`config.mk`:
```
export PLATFORM = sky130hd
export DESIGN_NAME = sleep_mode_controller
export DESIGN_NICKNAME = d
export VERILOG_FILES = /design/src/core/sleep_pkg.sv /design/src/core/sleep_kind_decode.sv /design/src/core/wake_counter.sv /design/src/core/sleep_mode_controller.sv
export SDC_FILE = /design/constraint.sdc
export NUM_CORES = 1
export LEC_CHECK = 0
export ABC_CLOCK_PERIOD_IN_PS = 7000
export BUFFER_PORTS_ARGS = -buffer_cell sky130_fd_sc_hd__buf_2
export CAP_MARGIN = 10
export CORE_MARGIN = 1.5
export CORE_UTILIZATION = 50
export CTS_CLUSTER_DIAMETER = 120
export DETAILED_ROUTE_END_ITERATION = 10
export GPL_ROUTABILITY_DRIVEN = 0
export HOLD_SLACK_MARGIN = 0.15
export MAX_ROUTING_LAYER = met4
export PLACE_DENSITY = 0.87
export SLEW_MARGIN = 40
export SYNTH_ARGS = -nofsm -noshare
export SYNTH_HDL_FRONTEND = slang
export SYNTH_SLANG_ARGS = --single-unit
```
`constraint.sdc`:
```
create_clock -name ref_clk -period 7 [get_ports ref_clk]
set_input_delay 0.7 -clock ref_clk [delete_from_list [all_inputs] [get_ports ref_clk]]
set_output_delay 0.7 -clock ref_clk [all_outputs]
set_load 0.05 [all_outputs]
```
`src/core/sleep_pkg.sv`:
```
// sleep controller constants, kind codes, states and delay classes
// assumes one clock domain; every file of the controller imports it
// Operation
// [RQ1] sleep only when enable bit is set and halt executes
// [RQ2] kind code held at halt selects the sleep state
// [RQ3] enabled interrupt wakes, stalls core four cycles after start-up
// [RQ4] register file and static memory held unchanged during sleep
// [RQ5] reset during sleep wakes to the reset vector
// [RQ6] kind 000 idle stops only core and program memory clocks
// [RQ7] in idle any enabled interrupt wakes the device
// [RQ8] enabled converter starts a conversion on entering idle or quiet state
// [RQ9] kind 001 quiet state stops io, core and program memory clocks
// [RQ10] quiet state wakes only from its listed converter and peripheral sources
// [RQ11] kind 010 power-down stops oscillator and all generated clocks
// [RQ12] power-down wakes only from resets, address match, external irqs, pin change
// [RQ13] level wake source must hold its level until recognised
// [RQ14] power-down wake waits the fuse-selected start-up delay
// [RQ15] kind 011 power-save keeps timer 2, whose enabled events wake
// [RQ16] power-save stops timer oscillator or main clock per timer 2 clocking
// [RQ17] in power-save the running synchronous clock reaches only timer 2
// [RQ18] kind 110 with crystal is standby, oscillator kept, six-cycle wake
// [RQ19] kind 111 with crystal is extended standby, six-cycle wake
// [RQ20] timer oscillator and async clock run only for asynchronous timer 2
// [RQ21] outside idle, upper external irqs wake only when level-sensitive
// [RQ22] software sets enable just before halt and clears it after waking; core model sets it with halt, clears it one cycle later
// [RQ23] reserved kinds 100 and 101 make halt a no-op
`default_nettype none

package sleep_pkg;

   // ************************************
   // kind codes
   // ************************************
   localparam logic [2:0] KIND_IDLE = 3'h0;
   localparam logic [2:0] KIND_QUIET = 3'h1;
   localparam logic [2:0] KIND_PDOWN = 3'h2;
   localparam logic [2:0] KIND_PSAVE = 3'h3;
   localparam logic [2:0] KIND_STBY = 3'h6;
   localparam logic [2:0] KIND_XSTBY = 3'h7;

   // ************************************
   // timing
   // ************************************
   localparam int STALL_CYCLES = 4;
   localparam int STANDBY_WAKE_CYCLES = 6;
   localparam int CNT_W = 16;
   localparam logic [CNT_W-1:0] STALL_LOAD = CNT_W'(STALL_CYCLES - 1);
   localparam logic [CNT_W-1:0] STANDBY_LOAD = CNT_W'(STANDBY_WAKE_CYCLES - 1);
   // domain enables out of reset: timer 2 clocks off until configured
   localparam logic [7:0] CLK_RESET = 8'hf4;

   typedef enum logic [1:0] {
      DLY_NONE = 2'b00,
      DLY_FUSE = 2'b01,
      DLY_SIX = 2'b10
   } delay_e;

   typedef enum logic [1:0] {
      ST_RUN = 2'b00,
      ST_SLEEP = 2'b01,
      ST_START = 2'b10,
      ST_STALL = 2'b11
   } state_e;

endpackage

`default_nettype wire

```
`src/core/sleep_kind_decode.sv`:
```
// decodes a sleep kind code into clock enables and wake delay class
// assumes timer 2 clocking inputs are steady while sleeping
`default_nettype none

module sleep_kind_decode
   import sleep_pkg::*;
(
   input wire logic [2:0] kindCode,
   input wire logic crystalSelected,
   input wire logic timer2Enabled,
   input wire logic timer2Async,
   input wire logic timer2Sync,
   output logic kindValid,
   output logic ioEn,
   output logic convEn,
   output logic asyncEn,
   output logic mainOscEn,
   output logic timerOscEn,
   output logic t2SyncEn,
   output sleep_pkg::delay_e delayKind
);
   import sleep_pkg::*;

   wire isIdle = (kindCode == KIND_IDLE);
   wire isQuiet = (kindCode == KIND_QUIET);
   wire isSave = (kindCode == KIND_PSAVE);
   wire isStby = (kindCode == KIND_STBY);
   wire isXStby = (kindCode == KIND_XSTBY);
   wire t2AsyncOn = timer2Enabled & timer2Async;
   wire t2SyncOn = timer2Enabled & timer2Sync;
   wire keepsTimer = isIdle | isQuiet | isSave | isXStby;
   wire saveMainOn = isSave & t2SyncOn;

   // ************************************
   // validity and domain enables
   // ************************************
   assign kindValid = isIdle | isQuiet | (kindCode == KIND_PDOWN) | isSave
      | ((isStby | isXStby) & crystalSelected); // RQ23
   assign ioEn = isIdle; // RQ6
   assign convEn = isIdle | isQuiet; // RQ9
   assign asyncEn = keepsTimer & t2AsyncOn; // RQ20
   assign timerOscEn = keepsTimer & t2AsyncOn; // RQ16
   assign mainOscEn = isIdle | isQuiet | isStby | isXStby | saveMainOn; // RQ11
   assign t2SyncEn = (isQuiet | isSave | isXStby) & t2SyncOn; // RQ17
   assign delayKind = (isStby | isXStby) ? DLY_SIX :
      ((isIdle | isQuiet | saveMainOn) ? DLY_NONE : DLY_FUSE); // RQ14

endmodule

`default_nettype wire

```
`src/core/wake_counter.sv`:
```
// down counter timing the start-up delay and the core stall
// assumes load is only raised on state entry
`default_nettype none

module wake_counter
   import sleep_pkg::*;
#(
   parameter int W = 16
) (
   input wire logic ref_clk,
   input wire logic sys_rst,
   input wire logic load,
   input wire logic [W-1:0] loadVal,
   output logic cntZero
);
   import sleep_pkg::*;

   logic [W-1:0] cnt_q;
   logic [W-1:0] cnt_d;

   assign cnt_d = load ? loadVal : ((cnt_q == '0) ? cnt_q : cnt_q - W'(1));
   assign cntZero = (cnt_q == '0);

   always_ff @(posedge ref_clk) begin
      if (sys_rst) begin
         cnt_q <= '0;
      end else begin
         cnt_q <= cnt_d;
      end
   end

endmodule

`default_nettype wire

```
`src/core/sleep_mode_controller.sv`:
```
// sleep mode controller: entry on halt, clock gating, wake sequencing
// assumes wake inputs are enabled, pending requests synchronous to ref_clk
`default_nettype none

module sleep_mode_controller
   import sleep_pkg::*;
#(
   parameter int STARTUP_SHORT_CYC = 16,
   parameter int STARTUP_LONG_CYC = 16384
) (
   input wire logic ref_clk,
   input wire logic sys_rst,
   input wire logic sleepEnableBit,
   input wire logic [2:0] sleepKindCode,
   input wire logic haltExec,
   input wire logic crystalSelected,
   input wire logic [3:0] clockSourceFuses,
   input wire logic converterEnabled,
   input wire logic timer2Enabled,
   input wire logic timer2Async,
   input wire logic timer2Sync,
   input wire logic [1:0] timer2IrqMask,
   input wire logic timer2Overflow,
   input wire logic timer2Compare,
   input wire logic globalIrqEnable,
   input wire logic [3:0] lowerExternalIrqs,
   input wire logic [3:0] upperIrqLevel,
   input wire logic [3:0] upperIrqEdge,
   input wire logic pinChangeIrq,
   input wire logic twoWireAddrMatch,
   input wire logic twoWireIrq,
   input wire logic converterDoneIrq,
   input wire logic storeReadyIrq,
   input wire logic watchdogIrq,
   input wire logic otherIoIrq,
   input wire logic resetReq,
   output logic coreClkEn,
   output logic programMemClkEn,
   output logic ioClkEn,
   output logic converterClkEn,
   output logic asyncTimerClkEn,
   output logic mainOscEn,
   output logic timerOscEn,
   output logic timer2SyncClkEn,
   output logic coreStall,
   output logic memoryHold,
   output logic sleeping,
   output logic convStart,
   output logic irqServe,
   output logic resetVector
);
   import sleep_pkg::*;

   // ************************************
   // state
   // ************************************
   state_e state_q;
   state_e state_d;
   logic [2:0] kind_q;
   logic [2:0] kind_d;
   logic [7:0] clk_q;
   logic [7:0] clk_d;
   logic convStart_q;
   logic irqServe_q;
   logic resetVector_q;

   // ************************************
   // mode decode
   // ************************************
   wire decValid;
   wire decIo;
   wire decConv;
   wire decAsync;
   wire decMain;
   wire decTimerOsc;
   wire decT2Sync;
   delay_e decDelay;

   // while running, decode the live code; while asleep, the latched one
   wire [2:0] decKind = (state_q == ST_RUN) ? sleepKindCode : kind_q; // RQ2

   sleep_kind_decode u_decode (
      .kindCode(decKind),
      .crystalSelected(crystalSelected),
      .timer2Enabled(timer2Enabled),
      .timer2Async(timer2Async),
      .timer2Sync(timer2Sync),
      .kindValid(decValid),
      .ioEn(decIo),
      .convEn(decConv),
      .asyncEn(decAsync),
      .mainOscEn(decMain),
      .timerOscEn(decTimerOsc),
      .t2SyncEn(decT2Sync),
      .delayKind(decDelay)
   );

   // ************************************
   // wake sources
   // ************************************
   wire isIdle = (kind_q == KIND_IDLE);
   wire isQuiet = (kind_q == KIND_QUIET);
   wire isSaveLike = (kind_q == KIND_PSAVE) | (kind_q == KIND_XSTBY);
   wire t2Event = globalIrqEnable
      & ((timer2Overflow & timer2IrqMask[0]) | (timer2Compare & timer2IrqMask[1]));
   wire extLevel = (|lowerExternalIrqs) | (|upperIrqLevel) | pinChangeIrq;
   // deep states: asynchronous sources only, upper inputs by level only
   wire deepWake = extLevel | twoWireAddrMatch; // RQ12 RQ21
   wire idleWake = deepWake | (|upperIrqEdge) | twoWireIrq | t2Event
      | storeReadyIrq | converterDoneIrq | watchdogIrq | otherIoIrq; // RQ7
   wire quietWake = deepWake | converterDoneIrq | watchdogIrq | twoWireIrq
      | (timer2Enabled & t2Event) | storeReadyIrq; // RQ10
   wire saveWake = deepWake | (timer2Enabled & t2Event); // RQ15
   wire wakeIrq = isIdle ? idleWake :
      (isQuiet ? quietWake : (isSaveLike ? saveWake : deepWake));

   // ************************************
   // start-up delay selection
   // ************************************
   wire [CNT_W-1:0] fuseLoad = clockSourceFuses[3]
      ? CNT_W'(STARTUP_LONG_CYC - 1) : CNT_W'(STARTUP_SHORT_CYC - 1); // RQ14
   wire [CNT_W-1:0] startLoad = (decDelay == DLY_SIX) ? STANDBY_LOAD : fuseLoad; // RQ18 RQ19
   wire needStart = (decDelay != DLY_NONE);

   wire cntZero;
   wire cntLoad = (state_q != state_d) & ((state_d == ST_START) | (state_d == ST_STALL));
   wire [CNT_W-1:0] cntVal = (state_d == ST_START) ? startLoad : STALL_LOAD;

   wake_counter #(
      .W(CNT_W)
   ) u_counter (
      .ref_clk(ref_clk),
      .sys_rst(sys_rst),
      .load(cntLoad),
      .loadVal(cntVal),
      .cntZero(cntZero)
   );

   // ************************************
   // sequencing
   // ************************************
   wire enterSleep = haltExec & sleepEnableBit & decValid; // RQ1 RQ23

   always_comb begin
      state_d = state_q;
      kind_d = kind_q;
      case (state_q)
         ST_RUN: begin
            if (enterSleep) begin
               state_d = ST_SLEEP;
               kind_d = sleepKindCode; // RQ2
            end
         end
         ST_SLEEP: begin
            if (resetReq) begin
               state_d = ST_RUN; // RQ5
            end else if (wakeIrq) begin
               state_d = needStart ? ST_START : ST_STALL; // RQ3
            end
         end
         ST_START: begin
            if (resetReq) begin
               state_d = ST_RUN; // RQ5
            end else if (cntZero) begin
               state_d = ST_STALL; // RQ14
            end
         end
         ST_STALL: begin
            if (resetReq) begin
               state_d = ST_RUN; // RQ5
            end else if (cntZero) begin
               state_d = ST_RUN; // RQ3
            end
         end
         default: begin
            state_d = ST_RUN;
         end
      endcase
   end

   // ************************************
   // clock enables, ordered
   // core, program memory, io, converter, async, main osc, timer osc, t2 sync
   // ************************************
   wire runAsync = timer2Enabled & timer2Async;
   wire [7:0] runClk = {1'b1, 1'b1, 1'b1, 1'b1, runAsync, 1'b1, runAsync, 1'b0};
   wire [7:0] sleepClk = {1'b0, 1'b0, decIo, decConv, decAsync, decMain, decTimerOsc,
      decT2Sync}; // RQ6 RQ9 RQ11 RQ16 RQ17 RQ20
   // start-up restarts the oscillator, core and program memory stay stopped until stable, other domains keep their sleep enables
   wire [7:0] startClk = {1'b0, 1'b0, decIo, decConv, decAsync, 1'b1, decTimerOsc,
      decT2Sync};

   assign clk_d = ((state_d == ST_RUN) | (state_d == ST_STALL)) ? runClk :
      ((state_d == ST_START) ? startClk : sleepClk);

   wire convKind = (sleepKindCode == KIND_IDLE) | (sleepKindCode == KIND_QUIET);

   always_ff @(posedge ref_clk) begin
      if (sys_rst) begin
         state_q <= ST_RUN;
         kind_q <= 3'h0;
         clk_q <= CLK_RESET;
         convStart_q <= 1'b0;
         irqServe_q <= 1'b0;
         resetVector_q <= 1'b0;
      end else begin
         state_q <= state_d;
         kind_q <= kind_d;
         clk_q <= clk_d;
         convStart_q <= (state_q == ST_RUN) & enterSleep & convKind & converterEnabled; // RQ8
         irqServe_q <= (state_q == ST_STALL) & (state_d == ST_RUN) & ~resetReq; // RQ3
         resetVector_q <= (state_q != ST_RUN) & resetReq; // RQ5
      end
   end

   assign coreClkEn = clk_q[7];
   assign programMemClkEn = clk_q[6];
   assign ioClkEn = clk_q[5];
   assign converterClkEn = clk_q[4];
   assign asyncTimerClkEn = clk_q[3];
   assign mainOscEn = clk_q[2];
   assign timerOscEn = clk_q[1];
   assign timer2SyncClkEn = clk_q[0];
   assign coreStall = (state_q != ST_RUN);
   // blocks register file and memory writes while the core is down
   assign memoryHold = (state_q != ST_RUN); // RQ4
   assign sleeping = (state_q == ST_SLEEP);
   assign convStart = convStart_q;
   assign irqServe = irqServe_q;
   assign resetVector = resetVector_q;

   // ************************************
   // assertions
   // ************************************
   property p_noSleepWithoutEnable;
      @(posedge ref_clk) disable iff (sys_rst)
      (state_q == ST_RUN) && haltExec && !sleepEnableBit |=> state_q == ST_RUN;
   endproperty
   a_noSleepWithoutEnable: assert property (p_noSleepWithoutEnable) // RQ1
      else $error("halt without enable entered sleep");

   property p_reservedNoSleep;
      @(posedge ref_clk) disable iff (sys_rst)
      (state_q == ST_RUN) && haltExec && (sleepKindCode[2:1] == 2'b10)
         |=> (state_q == ST_RUN) && !coreStall;
   endproperty
   a_reservedNoSleep: assert property (p_reservedNoSleep) // RQ23
      else $error("reserved kind entered sleep");

   property p_kindLatched;
      @(posedge ref_clk) disable iff (sys_rst)
      (state_q == ST_RUN) && enterSleep |=> sleeping && (kind_q == $past(sleepKindCode));
   endproperty
   a_kindLatched: assert property (p_kindLatched) // RQ2
      else $error("sleep kind not taken from halt cycle");

   property p_stallFour;
      @(posedge ref_clk) disable iff (sys_rst)
      ($rose(state_q == ST_STALL) && !resetReq ##1 (!resetReq)[*3])
         |=> irqServe && (state_q == ST_RUN) && $past(coreStall, 4);
   endproperty
   a_stallFour: assert property (p_stallFour) // RQ3
      else $error("core stall after wake not four cycles");

   property p_idleGates;
      @(posedge ref_clk) disable iff (sys_rst)
      sleeping && (kind_q == KIND_IDLE)
         |-> !coreClkEn && !programMemClkEn && ioClkEn && converterClkEn && mainOscEn;
   endproperty
   a_idleGates: assert property (p_idleGates) // RQ6
      else $error("idle clock gating wrong");

   property p_quietGates;
      @(posedge ref_clk) disable iff (sys_rst)
      sleeping && (kind_q == KIND_QUIET) |-> !ioClkEn && !coreClkEn && converterClkEn;
   endproperty
   a_quietGates: assert property (p_quietGates) // RQ9
      else $error("quiet state clock gating wrong");

   property p_powerDownOff;
      @(posedge ref_clk) disable iff (sys_rst)
      sleeping && (kind_q == KIND_PDOWN)
         |-> !mainOscEn && !ioClkEn && !converterClkEn && !asyncTimerClkEn && !timerOscEn;
   endproperty
   a_powerDownOff: assert property (p_powerDownOff) // RQ11
      else $error("power-down left a clock running");

   property p_resetWake;
      @(posedge ref_clk) disable iff (sys_rst)
      sleeping && resetReq |=> resetVector && (state_q == ST_RUN) && !irqServe;
   endproperty
   a_resetWake: assert property (p_resetWake) // RQ5
      else $error("reset in sleep did not go to reset vector");

   property p_convStart;
      @(posedge ref_clk) disable iff (sys_rst)
      (state_q == ST_RUN) && enterSleep && converterEnabled && convKind |=> convStart;
   endproperty
   a_convStart: assert property (p_convStart) // RQ8
      else $error("conversion not started on sleep entry");

   property p_standbySix;
      @(posedge ref_clk) disable iff (sys_rst)
      (sleeping && (kind_q[2:1] == 2'b11) && wakeIrq && !resetReq ##1 (!resetReq)[*6])
         |=> (state_q == ST_STALL) && $past(state_q == ST_START, 6);
   endproperty
   a_standbySix: assert property (p_standbySix) // RQ18
      else $error("standby wake not six cycles");

   property p_upperEdgeIgnored;
      @(posedge ref_clk) disable iff (sys_rst)
      sleeping && !isIdle && !resetReq && (|upperIrqEdge) && !(|upperIrqLevel)
         && !(|lowerExternalIrqs) && !pinChangeIrq && !twoWireAddrMatch && !t2Event
         && !twoWireIrq && !converterDoneIrq && !storeReadyIrq && !watchdogIrq
         |=> state_q == ST_SLEEP;
   endproperty
   a_upperEdgeIgnored: assert property (p_upperEdgeIgnored) // RQ21
      else $error("edge on upper irq woke a deep state");

   property p_syncOnlyTimer2;
      @(posedge ref_clk) disable iff (sys_rst)
      sleeping && (kind_q == KIND_PSAVE) && timer2Enabled && timer2Sync
         |-> mainOscEn && timer2SyncClkEn && !ioClkEn && !converterClkEn;
   endproperty
   a_syncOnlyTimer2: assert property (p_syncOnlyTimer2) // RQ17
      else $error("power-save sync clock leaked");

   property p_memoryHeld;
      @(posedge ref_clk) disable iff (sys_rst)
      sleeping |-> memoryHold && coreStall && !coreClkEn && !programMemClkEn;
   endproperty
   a_memoryHeld: assert property (p_memoryHeld) // RQ4
      else $error("memory not held while asleep");

endmodule

`default_nettype wire

```
==> out/summary.md <==
* 193 — synthesized netlist cell count
* 0 — Post CTS Setup Buffer Count
* no — setup repair after global routing missed its margin
* 20 — total number of placement rows
* 90 ps — clock transition time at the flip-flop clock pins of the worst setup and hold paths
* 0 — initial antenna violation count
* 12 — maximum net fanout on the critical path
* 61.0 um — die boundary height
* 262 — Fillers
* 10.9 ps — skew final
* 3190 ps — shortest clock period the worst path allows after layout
* state_q[1] — source of the critical timing path
* 8.71 sq um — Mean Syn Cell Area
* 239 — Mapped Nets
* 0.135 mV — maximum VDD drop
* 0 — number of endpoints failing setup at the final stage
* 0 — Async S/R FF share, synth
* done — TritonCTS clock tree
* 51 x buf_2, 30 x dfxtp_1, 28 x nor2_1 — most frequent cells in the layout
* 5 — number of clock buffers inserted by TritonCTS
* 470 ps — longest individual stage delay on the worst path
* 306 nW/um^2 — ratio of total power to cell area
* 2000 sq um — post-route cell area
* 61.0 um — Die X-Extent
* 0 — count of yosys warnings during synthesis
* buf_2 — most frequent standard cell in the layout excluding fill and tap cells
* 2810 um — Final HPWL DP
* 330 ps — latest clock arrival within the worst-skew pair
* met2 — peak-usage layer in the global routing report
* 651 ps — Slew @ Worst Pin
* 3720 sq um — overall die area
* 47 — count of different cell masters after synthesis
* 0.0661 — met3 usage
* a21oi_2 — slowest cell on the critical path
* 55 — number of top-level pins
* 0 ps — setup tns final
* 51 — number of buffers added on ports
* 0 — total DRC errors in the routed layout
* 0.240 — total global-route track usage
* 30 — number of clock sinks seen by CTS
* 7270 ps — Req. time, crit path
* 1541 — vias post-DR
* flip-flop — kind of capture point of the worst setup path
* flip-flop to flip-flop — path class of the lowest-slack min-delay path
* state_q[1] — Reg-to-Reg Start
* 0 — number of synthesized flops with an enable pin
* 19.0% — area growth from synthesis to layout
* 0.899 nW — leakage power summed over all cells
* 3810 um — Final Routed Wirelength
* 30 — Synth Register Bits
* 313 MHz — maximum frequency from static timing analysis
* 0 — Final Hold Fails
* 998 sq um — multi-input combinational cell area
* 3460 ps — worst endpoint data arrival time
* 6370 um — global-route wire length before repair
* 0 — final number of max-transition violations
* 0 — hold buffers post-CTS
* 1940 sq um — placed cell areas
* nor2_1 — most used cell, CP
* dfxtp_1 — top flip-flop cell by instance count after synthesis
* 0 — Congestion Overflow GR
* 0.298 — share of cells above drive strength 1
* 0.563 — Max transition margin
* 5.33 — number of vias per cell after detailed routing
* 0.276 — routing usage on met1
* 601 sq um — sequential standard cell area
* 2 — largest buffer count on any clock path
* flip-flop — Startpoint Class
* 0 — number of nets with antenna violations after detailed routing
* 3130 sq um — placeable core region
* 1680 sq um — synthesized cell area
* clkbuf_4 — cell at the root of the clock tree
* 28 — number of DRC markers after the initial detailed-route iteration
* 2 — CTS H-tree depth
* 0.357 — part of the Yosys area used for sequential elements
* 1482 — vias in the first global route
* 290 — Final #Nets
* 0.537 — initial standard-cell utilization of the core
* 0.456 — share of the clock period used by the worst path after layout
* 0 — max-cap violation count
* 16 — maximum number of pins on one net before global-route repair
* 0 — # resized after CTS
* u_counter.cnt_q[1] — worst min-delay path startpoint
* flip-flop to flip-flop — Setup Crit Path Kind
* 0 — Diodes inserted
* 13.2 um — average routed wire per standard cell
* 4 — first drt pass iteration count
* nor2_1 > mux2_2 > a31oi_1 > nor2_1 > o21ai_0 > and3_1 > ha_1 > o22ai_2 > a21oi_2 > and2_1 — worst-path cell chain
* 0.389 — fraction of met2 tracks used by global routing
* completed — result of the run
worst paths after layout:
| kind | slack (ps) | end | depth (start not counted) |
|---|---|---|---|
| worst max-delay path | 3810 | u_counter.cnt_q[3] | 10 |
| worst min-delay path | 530 | u_counter.cnt_q[1] | 2 |
| worst max register to register | 3810 | u_counter.cnt_q[3] | 10 |
| worst min register to register | 530 | u_counter.cnt_q[1] | 2 |
per-stage QoR:
| stage | setup slack, ps | hold WS [ps] | std cells | total power [mW] | util |
|---|---|---|---|---|---|
| after detailed placement | 3660 | 512 | 281 | 0.502 | 0.620 |
| after global placement | 3710 | 500 | 281 | 0.490 | 0.620 |
| after CTS | 3860 | 525 | 289 | 0.611 | 0.639 |
| after floorplan | 4120 | 474 | 193 | 0.450 | - |
| final | 3810 | 527 | 289 | 0.613 | 0.639 |
| after global routing | 3650 | 572 | 289 | 0.656 | 0.639 |
layout make-up:
cell class,count,area share
Clock buffer,7,0.0275
Clock inverter,1,0.00250
Timing Repair Buffer,51,0.128
Tap cell,44,0.0275
Inverter,8,0.0150
Sequential cell,30,0.300
Multi-Input combinational cell,148,0.499
where the power goes:
group          switching (mW)  internal (mW)
clock                  0.0592         0.0486
sequential             0.0282          0.201
combinational           0.151          0.125
state kept, by name (all words and copies together), names as in the netlist:
signal	flops
convStart	1
irqServe	1
kind_q	3
u_counter.cnt_q	16
state_q	2
clk_q	6
resetVector	1
cells in the mapped netlist (2+ instances only):
cell type | count | area share
o21ai_1 | 3 | 0.0089
nor3_1 | 9 | 0.027
dfxtp_1 | 30 | 0.36
a211oi_1 | 2 | 0.0089
a21oi_1 | 5 | 0.015
o21ai_0 | 3 | 0.0089
nor2_1 | 28 | 0.063
xor2_1 | 4 | 0.021
ha_1 | 5 | 0.037
and2_1 | 2 | 0.0074
nand2_1 | 14 | 0.031
nor2b_1 | 4 | 0.015
nor4_2 | 2 | 0.015
xnor2_1 | 10 | 0.052
buf_4 | 3 | 0.013
o22ai_1 | 2 | 0.0074
a31oi_1 | 2 | 0.0074
o21a_1 | 10 | 0.045
and2b_2 | 2 | 0.010
nor4_1 | 7 | 0.026
nor3b_1 | 2 | 0.0089
mux2i_1 | 6 | 0.036
nand3_1 | 5 | 0.015
nand2b_1 | 2 | 0.0074
inv_1 | 8 | 0.018
buf_2 | 2 | 0.0060
critical path: cells and delay by family (launching register included):
kind                     cells  cell delay [ps]
adder cells (fa/ha/maj)      1              300
flip-flops                   1              380
AND/OR/NAND/NOR              4              970
multiplexers                 1              430
AO/OA/AOI/OAI                4             1050
cells by family (layout without fill, tap and decap cells):
group                      after synthesis  in the layout  share of synthesized area
and+or+nand+nor                         85             85                      0.268
AOI/OAI and AO/OA                       37             37                      0.173
DFF                                     30             30                      0.357
buffers and inverters                   15             67                     0.0484
xor gates and xnor gates                14             14                     0.0730
muxes                                    7              7                     0.0424
adders and majority gates                5              5                     0.0372
layer usage:
layer / part of all wire / routed length [um]
met1: 0.45 / 1720
met2: 0.50 / 1890
met3: 0.034 / 128
met4: 0.018 / 68
met5: 0 / 0
No activity file was read; power rests on OpenSTA's default activity.
